File: src/common/lpm_pkg.sv
// constants, field layout and state type of the low power mode controller
// Contract
// - each of six clocks has its own division ratio, independent of others
// - software stops each peripheral module alone through its own stop bit
// - low power entry needs the mode register setting plus the wait instruction
// - every low power mode ends on an enabled interrupt, CPU runs its handler
// - three operating power modes: high-speed, middle-speed, low-speed
// - chosen operating power mode holds in run, sleep and deep sleep
// - sleep halts CPU; flash, ports run; RAM, DMA, peripherals, oscillators may run
// - deep sleep also halts RAM, DMA, transfer engine and flash, contents kept
// - standby stops main, both on-chip oscillators, PLL and USB PLL
// - standby halts CPU, RAM, DMA, flash, peripherals and holds port states
// - stop register a: bits 9, 13, 14, 19, 28 gate their modules
// - stop register b: bits 0, 4, 10, 19 gate their modules
// - stop register c bit 20; stop register d bits 15, 19, 31
package lpm_pkg;

  // ---------------------------------------------------------------
  // register byte addresses
  // ---------------------------------------------------------------
  localparam logic [7:0] ADR_STANDBY_CONTROL = 8'h00;
  localparam logic [7:0] ADR_MODULE_STOP_A   = 8'h04;
  localparam logic [7:0] ADR_MODULE_STOP_B   = 8'h08;
  localparam logic [7:0] ADR_MODULE_STOP_C   = 8'h0c;
  localparam logic [7:0] ADR_MODULE_STOP_D   = 8'h10;
  localparam logic [7:0] ADR_CLOCK_DIVIDE    = 8'h14;
  localparam logic [7:0] ADR_POWER_MODE      = 8'h18;
  localparam logic [7:0] ADR_STATUS          = 8'h1c;

  // ---------------------------------------------------------------
  // standby control fields
  // ---------------------------------------------------------------
  localparam int BIT_STANDBY_SELECT      = 15;
  localparam int BIT_STANDBY_OUTPUT_KEEP = 14;
  localparam logic [15:0] STANDBY_CONTROL_RESET = 16'h4000;
  localparam logic [15:0] STANDBY_CONTROL_MASK  = 16'hc000;

  // ---------------------------------------------------------------
  // module stop bit positions
  // ---------------------------------------------------------------
  localparam int STOP_MULTI_TIMER  = 9;
  localparam int STOP_PULSE_TIMER0 = 13;
  localparam int STOP_MATCH_TIMER1 = 14;
  localparam int STOP_DAC          = 19;
  localparam int STOP_DMA_DTC      = 28;
  localparam int STOP_CAN          = 0;
  localparam int STOP_SERIAL_IF    = 4;
  localparam int STOP_COMPARATOR   = 10;
  localparam int STOP_USB          = 19;
  localparam int STOP_INFRARED     = 20;
  localparam int STOP_SOUND_IF     = 15;
  localparam int STOP_SD_HOST      = 19;
  localparam int STOP_SECURITY     = 31;

  // ---------------------------------------------------------------
  // clock divide fields: 3-bit code in a 4-bit field per clock, divide by 2**code, code 7 divides as 6
  // ---------------------------------------------------------------
  localparam int DIV_FIELD_W   = 4;
  localparam int DIV_CODE_W    = 3;
  localparam int DIV_MAX_CODE  = 6;
  localparam int DIV_CLOCKS    = 6;
  localparam int DIV_SYSTEM    = 0;
  localparam int DIV_FAST      = 1;
  localparam int DIV_PERIPH    = 2;
  localparam int DIV_CONVERTER = 3;
  localparam int DIV_EXT_BUS   = 4;
  localparam int DIV_FLASH_IF  = 5;
  localparam logic [31:0] CLOCK_DIVIDE_RESET = 32'h0000_0000;
  localparam logic [31:0] CLOCK_DIVIDE_MASK  = 32'h0077_7777;

  // ---------------------------------------------------------------
  // power mode fields
  // ---------------------------------------------------------------
  localparam logic [1:0] OPMODE_HIGH   = 2'h0;
  localparam logic [1:0] OPMODE_MIDDLE = 2'h1;
  localparam logic [1:0] OPMODE_LOW    = 2'h2;
  localparam int BIT_DEEP_SELECT       = 8;

  // ---------------------------------------------------------------
  // oscillator settle time after standby
  // ---------------------------------------------------------------
  localparam int CLK_PERIOD_PS  = 8000;
  localparam int OSC_SETTLE_NS  = 2000;
  localparam int SETTLE_CYC     = (OSC_SETTLE_NS * 1000 + CLK_PERIOD_PS - 1) / CLK_PERIOD_PS;
  localparam int SETTLE_W       = 9;

  typedef enum logic [2:0] {
    ST_RUN,
    ST_SLEEP,
    ST_DEEP,
    ST_STBY,
    ST_WAKE
  } lp_state_e;

endpackage

File: src/hw/clk_ratio_div.sv
// divider producing a one-cycle enable pulse every 2**code cycles, code capped at MAX_CODE
`timescale 1ns/100ps
module clk_ratio_div #(
  parameter int CODE_W   = 3,
  parameter int MAX_CODE = 6
) (
  // clock and reset
  input  wire logic              clk_i,
  input  wire logic              rst_i,
  // control
  input  wire logic              run_i,
  input  wire logic [CODE_W-1:0] code_i,
  // enable pulse
  output logic                   tick_o
);

  if (MAX_CODE < 1 || MAX_CODE >= (1 << CODE_W) || MAX_CODE > 16)
  begin : g_chk
    $error("clk_ratio_div: bad MAX_CODE");
  end

  logic [MAX_CODE-1:0] cnt_q;
  logic [MAX_CODE-1:0] limit;
  logic [CODE_W-1:0]   code_c;

  always_comb
  begin
    code_c = (code_i > CODE_W'(MAX_CODE)) ? CODE_W'(MAX_CODE) : code_i;
    limit  = MAX_CODE'((1 << code_c) - 1);
  end

  // ---------------------------------------------------------------
  // counter and pulse
  // ---------------------------------------------------------------
  always_ff @(posedge clk_i)
  begin
    if (rst_i || !run_i)
    begin
      cnt_q  <= '0;
      tick_o <= 1'b0;
    end
    else if (cnt_q >= limit)
    begin
      cnt_q  <= '0;
      tick_o <= 1'b1;
    end
    else
    begin
      cnt_q  <= cnt_q + 1'b1;
      tick_o <= 1'b0;
    end
  end
endmodule

File: src/hw/low_power_mode_controller.sv
// low power mode controller: dividers, module stop, mode sequencing
`timescale 1ns/100ps
module low_power_mode_controller (
  // clock and reset
  input  wire logic        clk_i,
  input  wire logic        rst_i,
  // wishbone slave
  input  wire logic        cyc_i,
  input  wire logic        stb_i,
  input  wire logic        we_i,
  input  wire logic [7:0]  adr_i,
  input  wire logic [31:0] dat_i,
  input  wire logic [3:0]  sel_i,
  output logic [31:0]      dat_o,
  output logic             ack_o,
  // cpu side
  input  wire logic        wait_exec_i,
  input  wire logic        irq_pending_i,
  input  wire logic        wake_irq_i,
  output logic             cpu_run_o,
  output logic             cpu_resume_o,
  // divided clock enables
  output logic             system_clock_en_o,
  output logic             fast_periph_clock_en_o,
  output logic             periph_clock_en_o,
  output logic             converter_clock_en_o,
  output logic             ext_bus_clock_en_o,
  output logic             flash_if_clock_en_o,
  // module clock enables
  output logic [31:0]      module_en_a_o,
  output logic [31:0]      module_en_b_o,
  output logic [31:0]      module_en_c_o,
  output logic [31:0]      module_en_d_o,
  // domain run controls
  output logic             ram_dma_run_o,
  output logic             flash_run_o,
  output logic             periph_run_o,
  output logic             main_osc_run_o,
  output logic             fast_onchip_osc_run_o,
  output logic             slow_onchip_osc_run_o,
  output logic             pll_run_o,
  output logic             usb_pll_run_o,
  output logic             io_hold_o,
  output logic             io_float_o,
  output logic [1:0]       opmode_o
);

  localparam int WAKE_LAST   = lpm_pkg::SETTLE_CYC;
  localparam int WAKE_RUN_DL = lpm_pkg::SETTLE_CYC + 1;

  localparam logic [31:0] STOP_A_MASK = (32'h1 << lpm_pkg::STOP_MULTI_TIMER)
    | (32'h1 << lpm_pkg::STOP_PULSE_TIMER0) | (32'h1 << lpm_pkg::STOP_MATCH_TIMER1)
    | (32'h1 << lpm_pkg::STOP_DAC) | (32'h1 << lpm_pkg::STOP_DMA_DTC);
  localparam logic [31:0] STOP_B_MASK = (32'h1 << lpm_pkg::STOP_CAN)
    | (32'h1 << lpm_pkg::STOP_SERIAL_IF) | (32'h1 << lpm_pkg::STOP_COMPARATOR)
    | (32'h1 << lpm_pkg::STOP_USB);
  localparam logic [31:0] STOP_C_MASK = 32'h1 << lpm_pkg::STOP_INFRARED;
  localparam logic [31:0] STOP_D_MASK = (32'h1 << lpm_pkg::STOP_SOUND_IF)
    | (32'h1 << lpm_pkg::STOP_SD_HOST) | (32'h1 << lpm_pkg::STOP_SECURITY);

  if (WAKE_LAST < 1 || WAKE_LAST >= (1 << lpm_pkg::SETTLE_W))
  begin : g_chk
    $error("low_power_mode_controller: settle count does not fit");
  end

  // ---------------------------------------------------------------
  // registers
  // ---------------------------------------------------------------
  logic [15:0]                  standby_control_q;
  logic [31:0]                  stop_a_q;
  logic [31:0]                  stop_b_q;
  logic [31:0]                  stop_c_q;
  logic [31:0]                  stop_d_q;
  logic [31:0]                  clock_divide_q;
  logic [1:0]                   opmode_q;
  logic                         deep_sel_q;
  lpm_pkg::lp_state_e           state_q;
  lpm_pkg::lp_state_e           state_d;
  logic [lpm_pkg::SETTLE_W-1:0] settle_q;
  logic [5:0]                   div_run;
  logic [5:0]                   ticks;
  logic                         bus_req;
  logic                         bus_wr;
  logic [31:0]                  rd_word;

  function automatic logic [31:0] merge(input logic [31:0] old_v, input logic [31:0] new_v,
                                        input logic [3:0] sel);
    logic [31:0] r;
    r = old_v;
    for (int i = 0; i < 4; i++)
    begin
      if (sel[i])
      begin
        r[8*i +: 8] = new_v[8*i +: 8];
      end
    end
    return r;
  endfunction

  // ---------------------------------------------------------------
  // wishbone slave
  // ---------------------------------------------------------------
  assign bus_req = cyc_i && stb_i && !ack_o;
  assign bus_wr  = bus_req && we_i;

  always_comb
  begin
    case (adr_i)
      lpm_pkg::ADR_STANDBY_CONTROL: rd_word = {16'h0000, standby_control_q};
      lpm_pkg::ADR_MODULE_STOP_A:   rd_word = stop_a_q;
      lpm_pkg::ADR_MODULE_STOP_B:   rd_word = stop_b_q;
      lpm_pkg::ADR_MODULE_STOP_C:   rd_word = stop_c_q;
      lpm_pkg::ADR_MODULE_STOP_D:   rd_word = stop_d_q;
      lpm_pkg::ADR_CLOCK_DIVIDE:    rd_word = clock_divide_q;
      lpm_pkg::ADR_POWER_MODE:      rd_word = {23'h000000, deep_sel_q, 6'h00, opmode_q};
      lpm_pkg::ADR_STATUS:          rd_word = {29'h00000000, state_q};
      default:                      rd_word = 32'h0000_0000;
    endcase
  end

  always_ff @(posedge clk_i)
  begin
    if (rst_i)
    begin
      ack_o <= 1'b0;
      dat_o <= 32'h0000_0000;
    end
    else
    begin
      ack_o <= bus_req;
      dat_o <= (bus_req && !we_i) ? rd_word : 32'h0000_0000;
    end
  end

  // standby control
  always_ff @(posedge clk_i)
  begin
    if (rst_i)
    begin
      standby_control_q <= lpm_pkg::STANDBY_CONTROL_RESET;
    end
    else if (bus_wr && adr_i == lpm_pkg::ADR_STANDBY_CONTROL)
    begin
      standby_control_q <= 16'(merge({16'h0000, standby_control_q}, dat_i, sel_i))
                           & lpm_pkg::STANDBY_CONTROL_MASK;
    end
  end

  // module stop registers, one bit per module
  always_ff @(posedge clk_i)
  begin
    if (rst_i)
    begin
      stop_a_q <= STOP_A_MASK;
      stop_b_q <= STOP_B_MASK;
      stop_c_q <= STOP_C_MASK;
      stop_d_q <= STOP_D_MASK;
    end
    else if (bus_wr)
    begin
      case (adr_i)
        lpm_pkg::ADR_MODULE_STOP_A: stop_a_q <= merge(stop_a_q, dat_i, sel_i) & STOP_A_MASK;
        lpm_pkg::ADR_MODULE_STOP_B: stop_b_q <= merge(stop_b_q, dat_i, sel_i) & STOP_B_MASK;
        lpm_pkg::ADR_MODULE_STOP_C: stop_c_q <= merge(stop_c_q, dat_i, sel_i) & STOP_C_MASK;
        lpm_pkg::ADR_MODULE_STOP_D: stop_d_q <= merge(stop_d_q, dat_i, sel_i) & STOP_D_MASK;
        default:                    stop_a_q <= stop_a_q;
      endcase
    end
  end

  // divide codes and operating power mode
  always_ff @(posedge clk_i)
  begin
    if (rst_i)
    begin
      clock_divide_q <= lpm_pkg::CLOCK_DIVIDE_RESET;
      opmode_q       <= lpm_pkg::OPMODE_HIGH;
      deep_sel_q     <= 1'b0;
    end
    else if (bus_wr && adr_i == lpm_pkg::ADR_CLOCK_DIVIDE)
    begin
      clock_divide_q <= merge(clock_divide_q, dat_i, sel_i) & lpm_pkg::CLOCK_DIVIDE_MASK;
    end
    else if (bus_wr && adr_i == lpm_pkg::ADR_POWER_MODE)
    begin
      if (sel_i[0] && dat_i[1:0] != 2'h3)
      begin
        opmode_q <= dat_i[1:0];
      end
      if (sel_i[1])
      begin
        deep_sel_q <= dat_i[lpm_pkg::BIT_DEEP_SELECT];
      end
    end
  end

  // ---------------------------------------------------------------
  // mode sequencer
  // ---------------------------------------------------------------
  always_comb
  begin
    state_d = state_q;
    case (state_q)
      lpm_pkg::ST_RUN:
        if (wait_exec_i)
        begin
          if (standby_control_q[lpm_pkg::BIT_STANDBY_SELECT])
            state_d = lpm_pkg::ST_STBY;
          else if (deep_sel_q)
            state_d = lpm_pkg::ST_DEEP;
          else
            state_d = lpm_pkg::ST_SLEEP;
        end
      lpm_pkg::ST_SLEEP,
      lpm_pkg::ST_DEEP:
        if (irq_pending_i)
          state_d = lpm_pkg::ST_RUN;
      lpm_pkg::ST_STBY:
        if (wake_irq_i)
          state_d = lpm_pkg::ST_WAKE;
      lpm_pkg::ST_WAKE:
        if (settle_q == lpm_pkg::SETTLE_W'(1))
          state_d = lpm_pkg::ST_RUN;
      default:
        state_d = lpm_pkg::ST_RUN;
    endcase
  end

  always_ff @(posedge clk_i)
  begin
    if (rst_i)
    begin
      state_q <= lpm_pkg::ST_RUN;
    end
    else
    begin
      state_q <= state_d;
    end
  end

  // oscillator settle counter
  always_ff @(posedge clk_i)
  begin
    if (rst_i)
    begin
      settle_q <= '0;
    end
    else if (state_q == lpm_pkg::ST_STBY)
    begin
      settle_q <= lpm_pkg::SETTLE_W'(WAKE_LAST);
    end
    else if (settle_q != '0)
    begin
      settle_q <= settle_q - 1'b1;
    end
  end

  // domain controls follow the next state
  always_ff @(posedge clk_i)
  begin
    if (rst_i)
    begin
      cpu_run_o             <= 1'b1;
      cpu_resume_o          <= 1'b0;
      ram_dma_run_o         <= 1'b1;
      flash_run_o           <= 1'b1;
      periph_run_o          <= 1'b1;
      main_osc_run_o        <= 1'b1;
      fast_onchip_osc_run_o <= 1'b1;
      slow_onchip_osc_run_o <= 1'b1;
      pll_run_o             <= 1'b1;
      usb_pll_run_o         <= 1'b1;
      io_hold_o             <= 1'b0;
      io_float_o            <= 1'b0;
      opmode_o              <= lpm_pkg::OPMODE_HIGH;
    end
    else
    begin
      cpu_run_o             <= state_d == lpm_pkg::ST_RUN;
      cpu_resume_o          <= state_d == lpm_pkg::ST_RUN && state_q != lpm_pkg::ST_RUN;
      ram_dma_run_o         <= state_d == lpm_pkg::ST_RUN || state_d == lpm_pkg::ST_SLEEP;
      flash_run_o           <= state_d == lpm_pkg::ST_RUN || state_d == lpm_pkg::ST_SLEEP;
      periph_run_o          <= state_d != lpm_pkg::ST_STBY && state_d != lpm_pkg::ST_WAKE;
      main_osc_run_o        <= state_d != lpm_pkg::ST_STBY;
      fast_onchip_osc_run_o <= state_d != lpm_pkg::ST_STBY;
      slow_onchip_osc_run_o <= state_d != lpm_pkg::ST_STBY;
      pll_run_o             <= state_d != lpm_pkg::ST_STBY;
      usb_pll_run_o         <= state_d != lpm_pkg::ST_STBY;
      io_hold_o             <= state_d == lpm_pkg::ST_STBY || state_d == lpm_pkg::ST_WAKE;
      io_float_o            <= (state_d == lpm_pkg::ST_STBY || state_d == lpm_pkg::ST_WAKE)
                               && !standby_control_q[lpm_pkg::BIT_STANDBY_OUTPUT_KEEP];
      opmode_o              <= opmode_q;
    end
  end

  // ---------------------------------------------------------------
  // clock dividers
  // ---------------------------------------------------------------
  always_comb
  begin
    div_run                         = {6{periph_run_o}};
    div_run[lpm_pkg::DIV_SYSTEM]    = ram_dma_run_o;
    div_run[lpm_pkg::DIV_EXT_BUS]   = ram_dma_run_o;
    div_run[lpm_pkg::DIV_FLASH_IF]  = flash_run_o;
  end

  for (genvar g = 0; g < lpm_pkg::DIV_CLOCKS; g++)
  begin : g_div
    clk_ratio_div #(
      .CODE_W   (lpm_pkg::DIV_CODE_W),
      .MAX_CODE (lpm_pkg::DIV_MAX_CODE)
    ) u_div (
      .clk_i  (clk_i),
      .rst_i  (rst_i),
      .run_i  (div_run[g]),
      .code_i (clock_divide_q[g*lpm_pkg::DIV_FIELD_W +: lpm_pkg::DIV_CODE_W]),
      .tick_o (ticks[g])
    );
  end

  assign system_clock_en_o      = ticks[lpm_pkg::DIV_SYSTEM];
  assign fast_periph_clock_en_o = ticks[lpm_pkg::DIV_FAST];
  assign periph_clock_en_o      = ticks[lpm_pkg::DIV_PERIPH];
  assign converter_clock_en_o   = ticks[lpm_pkg::DIV_CONVERTER];
  assign ext_bus_clock_en_o     = ticks[lpm_pkg::DIV_EXT_BUS];
  assign flash_if_clock_en_o    = ticks[lpm_pkg::DIV_FLASH_IF];

  // module clock gating
  always_ff @(posedge clk_i)
  begin
    if (rst_i)
    begin
      module_en_a_o <= 32'h0000_0000;
      module_en_b_o <= 32'h0000_0000;
      module_en_c_o <= 32'h0000_0000;
      module_en_d_o <= 32'h0000_0000;
    end
    else
    begin
      module_en_a_o <= STOP_A_MASK & ~stop_a_q & {32{periph_run_o}};
      module_en_b_o <= STOP_B_MASK & ~stop_b_q & {32{periph_run_o}};
      module_en_c_o <= STOP_C_MASK & ~stop_c_q & {32{periph_run_o}};
      module_en_d_o <= STOP_D_MASK & ~stop_d_q & {32{periph_run_o}};
    end
  end
endmodule

File: config.mk
export PLATFORM = sky130hd
export DESIGN_NAME = low_power_mode_controller
export DESIGN_NICKNAME = d
export VERILOG_FILES = /design/src/common/lpm_pkg.sv /design/src/hw/clk_ratio_div.sv /design/src/hw/low_power_mode_controller.sv
export SDC_FILE = /design/constraint.sdc
export NUM_CORES = 1
export LEC_CHECK = 0
export BUFFER_PORTS_ARGS = -buffer_cell sky130_fd_sc_hd__buf_2
export CAP_MARGIN = 20
export CORE_ASPECT_RATIO = 0.6
export CORE_MARGIN = 3
export CORE_UTILIZATION = 51
export DETAILED_ROUTE_END_ITERATION = 8
export PLACE_DENSITY_LB_ADDON = 0.15
export SLEW_MARGIN = 0
export SYNTH_ARGS = -nofsm -noshare
export SYNTH_HDL_FRONTEND = slang
export SYNTH_SLANG_ARGS = --single-unit
File: constraint.sdc
create_clock -name clk_i -period 2.6 [get_ports clk_i]
set_clock_uncertainty 0.1 [all_clocks]
set_input_delay 0.13 -clock clk_i [delete_from_list [all_inputs] [get_ports clk_i]]
set_output_delay 0.13 -clock clk_i [all_outputs]
set_load 0.005 [all_outputs]
==> results.md, run 1 <==
* Status: finished, final reports clean
* Grt ovf at 0
* Skew-Pair Late Insertion Delay at 420 ps
* Number of flops mapped to enable cells by yosys at 0
* Post-synth cell types at 56
* PortBufs at 97
* Setup violators final at 0
* Async SR Flop Fraction at 0%
* H-tree depth at 4
* WS Path Type: reg2reg
* Root Driver: clkbuf_16
* Post-Syn Area per Cell at 8.83 um2
* Element type at the critical path end: flip-flop
* Tot GR Track Use at 21.2%
* Most frequent cells in the layout: dfxtp_1, conb_1, buf_2
* Vias in the first global route at 5172
* 1st-iter DRT viols at 394
* Final period util at 91.0%
* Reg-to-reg endpoint: stop_a_q[28]$_SDFFE_PP1P_
* Largest net degree at the start of global routing at 43
* Crit-path max cell delay at 590 ps
* Setup slack, reg-to-reg at 230 ps
* Worst reg2reg path depth at 5
* Top delay family on crit path: buffers and inverters
* Worst slew pin tran at 718 ps
* Fin Hold WS at 17.8 ps
* Post-CTS setup buffer count at 0
* GRT met2 Usage at 31.7%
* Min-Delay Path Class: in2reg
* Clock slew at reported path FFs at 60 ps
* GR peak layer: met2
* Core Region at 13100 um2
* Via count at 5575
* CP required at 2860 ps
* Final min period at 2370 ps
* Critical path buffer and inverter count at 2
* Initial antenna violation count at 2
* Global-route track usage on met1 at 30.7%
* Ports at 233
* Leak at 3.53 nW
* Via-to-Cell Ratio at 5.09
* Yosys Warn Count at 0
* WP data arrival at 2630 ps
* Pre-Repair DR Iteration Count at 5
* Final Hold Viols at 0
* Wire per inst at 15.1 um
* Setup_tns at 0 ps
* Diode count at 0
* Worst path most repeated cell: dlygate4sd3_1
* Synth Flop Type: dfxtp_1
* First-pass GRT wire length at 26100 um
* Final std cell area, no fill at 8080 um2
* Clk sinks at 135
* Layout cells sized above 1 at 16.3%
* Reg2Reg Launch Point: ack_o$_SDFF_PP0_
* Layout Nets at 1011
* CTS tree: built
* Max-Cap Viols at 0
* WL final at 16500 um
* Fmax at 0.423 GHz
* Commonest non-fill, non-tap cell in the layout: dfxtp_1
* Placed Area at 7130 um2
* Die extent in x at 157 um
* Cts bufs inserted at 17
* Setup crit start: ack_o$_SDFF_PP0_
* Crit path max-delay cell type: dlygate4sd3_1
* Power, Total at 5.41 mW
* Area grow syn2layout at 15.2%
* Die Y at 96.8 um
* RSZ-0062 raised after global routing: false
* Num rows at 32
* #FFs+latches synth at 135
* Detail Route Antenna Nets at 0
* GRT met3 Usage at 4.51%
* # DRC at 0
* Fin. max-slew vios at 0
* Cell Area, Synth at 7010 um2
* Deepest clock path buffer count at 2
* WP depth at 5
* Crit start category: flip-flop
* WHS Path Cells at 2
* CP max FO at 13
* HPWL Detailed at 12100 um
* Worst Setup EP: stop_a_q[28]$_SDFFE_PP1P_
* Register area share after synthesis at 38.6%
* Cell Pwr Density at 670 nW/um2
* Relative slew margins at 52.0%
* Gpl congestion at 0.865
* Syn Inst Count at 794
* Crit path cell chain: and4b_2 > nand4_1 > dlygate4sd3_1 > nand3_1 > dlygate4sd3_1
* Peak VDD IR at 0.435 mV
* Initial core utilization at 53.4%
* Die area at 15200 um2
==> metal layers <==
| metal | part of all wire, % | routed length, um | vias to the layer above |
|---|---|---|---|
| li1 | - | - | 2737 |
| met1 | 47 | 7720 | 2570 |
| met2 | 43 | 7130 | 237 |
| met3 | 8.7 | 1440 | 27 |
| met4 | 1.4 | 230 | 4 |
| met5 | 0.16 | 27 | - |
==> sequential cells by signal, summed over array words and instances (netlist names), 2 cells and up <==
register,flops
dat_o,22
g_div.u_div.cnt_q,36
opmode_q,2
g_div.u_div.tick_o,6
module_en_b_o,4
stop_a_q,5
module_en_d_o,3
stop_b_q,4
opmode_o,2
settle_q,9
state_q,3
module_en_a_o,5
standby_control_q,2
stop_d_q,3
clock_divide_q,18
==> report_power, final <==
group / leakage (nW) / switching [mW] / internal (mW)
sequential: 1.09 / 0.0808 / 2.14
clock: 0.299 / 0.903 / 1.62
combinational: 2.14 / 0.368 / 0.292
==> worst min path at each step <==
stage          startpoint                                  to  slack [ps]
2_1_floorplan   dat_i[15]  standby_control_q[15]$_SDFFE_PP0P_         170
3_5_place_dp     dat_i[9]            stop_a_q[9]$_SDFFE_PP1P_         290
6_report         adr_i[4]                 dat_o[2]$_SDFF_PP0_          20
3_3_place_gp     dat_i[6]      clock_divide_q[6]$_SDFFE_PP0P_         280
4_1_cts          adr_i[4]                 dat_o[2]$_SDFF_PP0_           9
5_1_grt          adr_i[4]                 dat_o[2]$_SDFF_PP0_          20
==> stage by stage <==
| step | util [%] | setup WS [ps] | std cells |
|---|---|---|---|
| finish | 61.5 | 233 | 1096 |
| global route | 61.5 | 154 | 1096 |
| CTS | 61.5 | 152 | 1096 |
| detailed placement | 54.3 | 511 | 1032 |
| global placement | 54.3 | 591 | 1032 |
| floorplan | - | 703 | 918 |
==> cell type report <==
| class | instances | area [um2] |
|---|---|---|
| fill | 1116 | 5050 |
| inverter | 30 | 113 |
| clock buffer | 19 | 443 |
| timing repair buffer | 137 | 868 |
| sequential | 135 | 2700 |
| tap | 170 | 213 |
| clock inverter | 12 | 176 |
| multi-input combinational | 593 | 3560 |
==> synth_stat cells (all sizes together), types with 4 or more instances <==
library cell,count,area share (%)
dfxtp,135,39
a22oi,8,0.86
nor4,9,0.98
nand2,43,2.3
and2,6,0.54
a31o,5,0.62
a211oi,10,1.1
xnor2,15,1.9
xor2,13,1.6
or3,11,0.98
nor2,47,2.5
o21bai,4,0.43
nand4,11,0.98
a21oi,37,2.7
buf,138,14
inv,30,1.6
a211o,4,0.50
clkbuf,22,1.2
o21ai,32,2.3
and3,15,1.3
and4b,4,0.57
nor3,40,2.9
nor2b,12,1.1
nand3,43,3.1
mux2i,17,2.4
ha,45,8.0
==> kinds of logic after synthesis <==
logic type	after synthesis	synth area share, %
multiplexers	18	2.59
XOR/XNOR	28	3.50
AO/OA/AOI/OAI	113	9.96
flip-flops	135	38.6
other	1	0.0535
adder cells (fa/ha/maj)	45	8.03
buffers and inverters	190	17.3
AND/OR/NAND/NOR	264	20.0
==> what timing repair did <==
item,in CTS,in global routing
hold buffers,33,0
resized for setup,0,1
setup endpoints to repair,0,2
hold endpoints to repair,39,0
Note: power is estimated with default switching activity, not from simulation.
==> inputs of run 2 (changes only) <==
--- a/config.mk
+++ b/config.mk
@@ -5,12 +5,13 @@
 export SDC_FILE = /design/constraint.sdc
 export NUM_CORES = 1
 export LEC_CHECK = 0
+export ABC_CLOCK_PERIOD_IN_PS = 2600
 export BUFFER_PORTS_ARGS = -buffer_cell sky130_fd_sc_hd__buf_2
 export CAP_MARGIN = 20
 export CORE_ASPECT_RATIO = 0.6
-export CORE_MARGIN = 3
 export CORE_UTILIZATION = 51
 export DETAILED_ROUTE_END_ITERATION = 8
+export HOLD_SLACK_MARGIN = 0.05
 export PLACE_DENSITY_LB_ADDON = 0.15
 export SLEW_MARGIN = 0
 export SYNTH_ARGS = -nofsm -noshare
==> results.md, run 2 (same netlist as run 1, synthesis figures left out) <==
* Status: finished, final reports clean
* Hold EP: dat_o[15]$_SDFF_PP0_
* First-pass GRT wire length at 25800 um
* Setup_tns at 0 ps
* Final std cell area, no fill at 8070 um2
* Crit start category: flip-flop
* Clock slew at reported path FFs at 60 ps
* Via count at 5698
* Gpl congestion at 0.896
* Hold Startpoint: adr_i[4]
* Pre-Repair DR Iteration Count at 5
* Root Driver: clkbuf_16
* Cts bufs inserted at 17
* Fmax at 0.417 GHz
* Biggest regs: g_div.u_div.cnt_q (36), dat_o (22), clock_divide_q (18)
* Max-Cap Viols at 0
* Worst slew pin tran at 762 ps
* CP required at 2860 ps
* Die Y at 92.8 um
* Die extent in x at 153 um
* Most flops, register: g_div.u_div.cnt_q
* Element type at the critical path end: flip-flop
* Diode count at 0
* # DRC at 0
* Tot GR Track Use at 23.2%
* Setup slack, reg-to-reg at 200 ps
* Post-CTS setup buffer count at 0
* Pre-CTS setup slack at 533 ps
* Max reg flops at 36
* Ports at 233
* Cell Pwr Density at 643 nW/um2
* Initial antenna violation count at 0
* RSZ-0062 raised after global routing: false
* WHS Path Cells at 3
* Wire per inst at 14.8 um
* WS Path Type: reg2reg
* Layout cells sized above 1 at 16.1%
* PortBufs at 97
* Post-route worst setup slack at 201 ps
* Layout Nets at 1015
* Core Region at 13100 um2
* Commonest non-fill, non-tap cell in the layout: dfxtp_1
* Peak VDD IR at 0.517 mV
* Skew-Pair Late Insertion Delay at 420 ps
* Reg2Reg Launch Point: ack_o$_SDFF_PP0_
* H-tree depth at 4
* 1st-iter DRT viols at 410
* Min-Delay Path Class: in2reg
* Final min period at 2400 ps
* Detail Route Antenna Nets at 0
* WP data arrival at 2660 ps
* Reg-to-reg endpoint: stop_d_q[31]$_SDFFE_PP1P_
* CP max FO at 13
* WL final at 16200 um
* Via-to-Cell Ratio at 5.18
* Initial core utilization at 53.4%
* Fin Hold WS at 72.1 ps
* Fin. max-slew vios at 0
* Die area at 14200 um2
* Largest net degree at the start of global routing at 41
* Deepest clock path buffer count at 2
* Relative slew margins at 49.1%
* Final period util at 92.3%
* Final Hold Viols at 0
* CTS tree: built
* Most frequent cells in the layout: dfxtp_1, conb_1, buf_2
* Setup violators final at 0
* Vias in the first global route at 5161
* Num rows at 32
* Clk sinks at 135
* Grt ovf at 0
* Placed Area at 7130 um2
* Worst reg2reg path depth at 5
* HPWL Detailed at 11600 um
* Leak at 3.53 nW
* Area grow syn2layout at 15.1%
run 2: cell types whose count changed in the layout (fill, tap and decap cells not counted):
cell	before	now
clkbuf_8	1	5
inv_6	1	0
clkinv_4	2	1
bufinv_16	4	1
dlygate4sd3_1	33	37
clkbuf_1	1	2
run 2: cell type report:
| type | instances | area [um2] |
|---|---|---|
| clock inverter | 7 | 68.8 |
| timing repair buffer | 141 | 908 |
| clock buffer | 24 | 502 |
| sequential | 135 | 2700 |
| tap | 170 | 213 |
| inverter | 30 | 113 |
| multi-input combinational | 593 | 3560 |
| fill | 1137 | 5060 |
run 2: worst max-delay path by stage:
| stage | start | to | slack [ps] | cells after the start |
|---|---|---|---|---|
| 5_1_grt | ack_o$_SDFF_PP0_ | stop_d_q[31]$_SDFFE_PP1P_ | 140 | 5 |
| 3_3_place_gp | clock_divide_q[4]$_SDFFE_PP0P_ | g_div[1].u_div.cnt_q[1]$_SDFF_PP0_ | 590 | 6 |
| 2_1_floorplan | clock_divide_q[4]$_SDFFE_PP0P_ | g_div[1].u_div.cnt_q[1]$_SDFF_PP0_ | 700 | 6 |
| 6_report | ack_o$_SDFF_PP0_ | stop_d_q[31]$_SDFFE_PP1P_ | 200 | 5 |
| 3_5_place_dp | ack_o$_SDFF_PP0_ | clock_divide_q[4]$_SDFFE_PP0P_ | 530 | 4 |
| 4_1_cts | ack_o$_SDFF_PP0_ | stop_d_q[31]$_SDFFE_PP1P_ | 160 | 5 |
run 2: worst max-delay path, cell delays in order (launching register included):
cell and delay (ps):
dfxtp_1 350, and4b_2 500, nand4_1 160, dlygate4sd3_1 590, nand3_1 90, dlygate4sd3_1 550
run 2: stage by stage:
step           utilization (%)  total power, mW  instances
2_1_floorplan                -             2.86        918
3_3_place_gp              54.3             2.85       1032
3_5_place_dp              54.3             2.87       1032
4_1_cts                   61.4             5.21       1100
5_1_grt                   61.5             5.41       1100
6_report                  61.5             5.19       1100
run 2: power breakdown:
group	total [mW]	switching [mW]	internal, mW
Combinational	0.656	0.359	0.297
Clock	2.31	0.876	1.43
Sequential	2.22	0.0794	2.14
run 2: what timing repair did:
item                       4_1_cts  5_1_grt
gates resized for setup          0        1
hold buffers                    37        0
setup endpoints to repair        0        1
hold endpoints to repair        45        0
run 2: metal layers:
layer,track usage [%],wire (um)
met1,33.2,7830
met2,33.9,6970
met3,5.47,1250
met4,8.08,204
met5,0,0
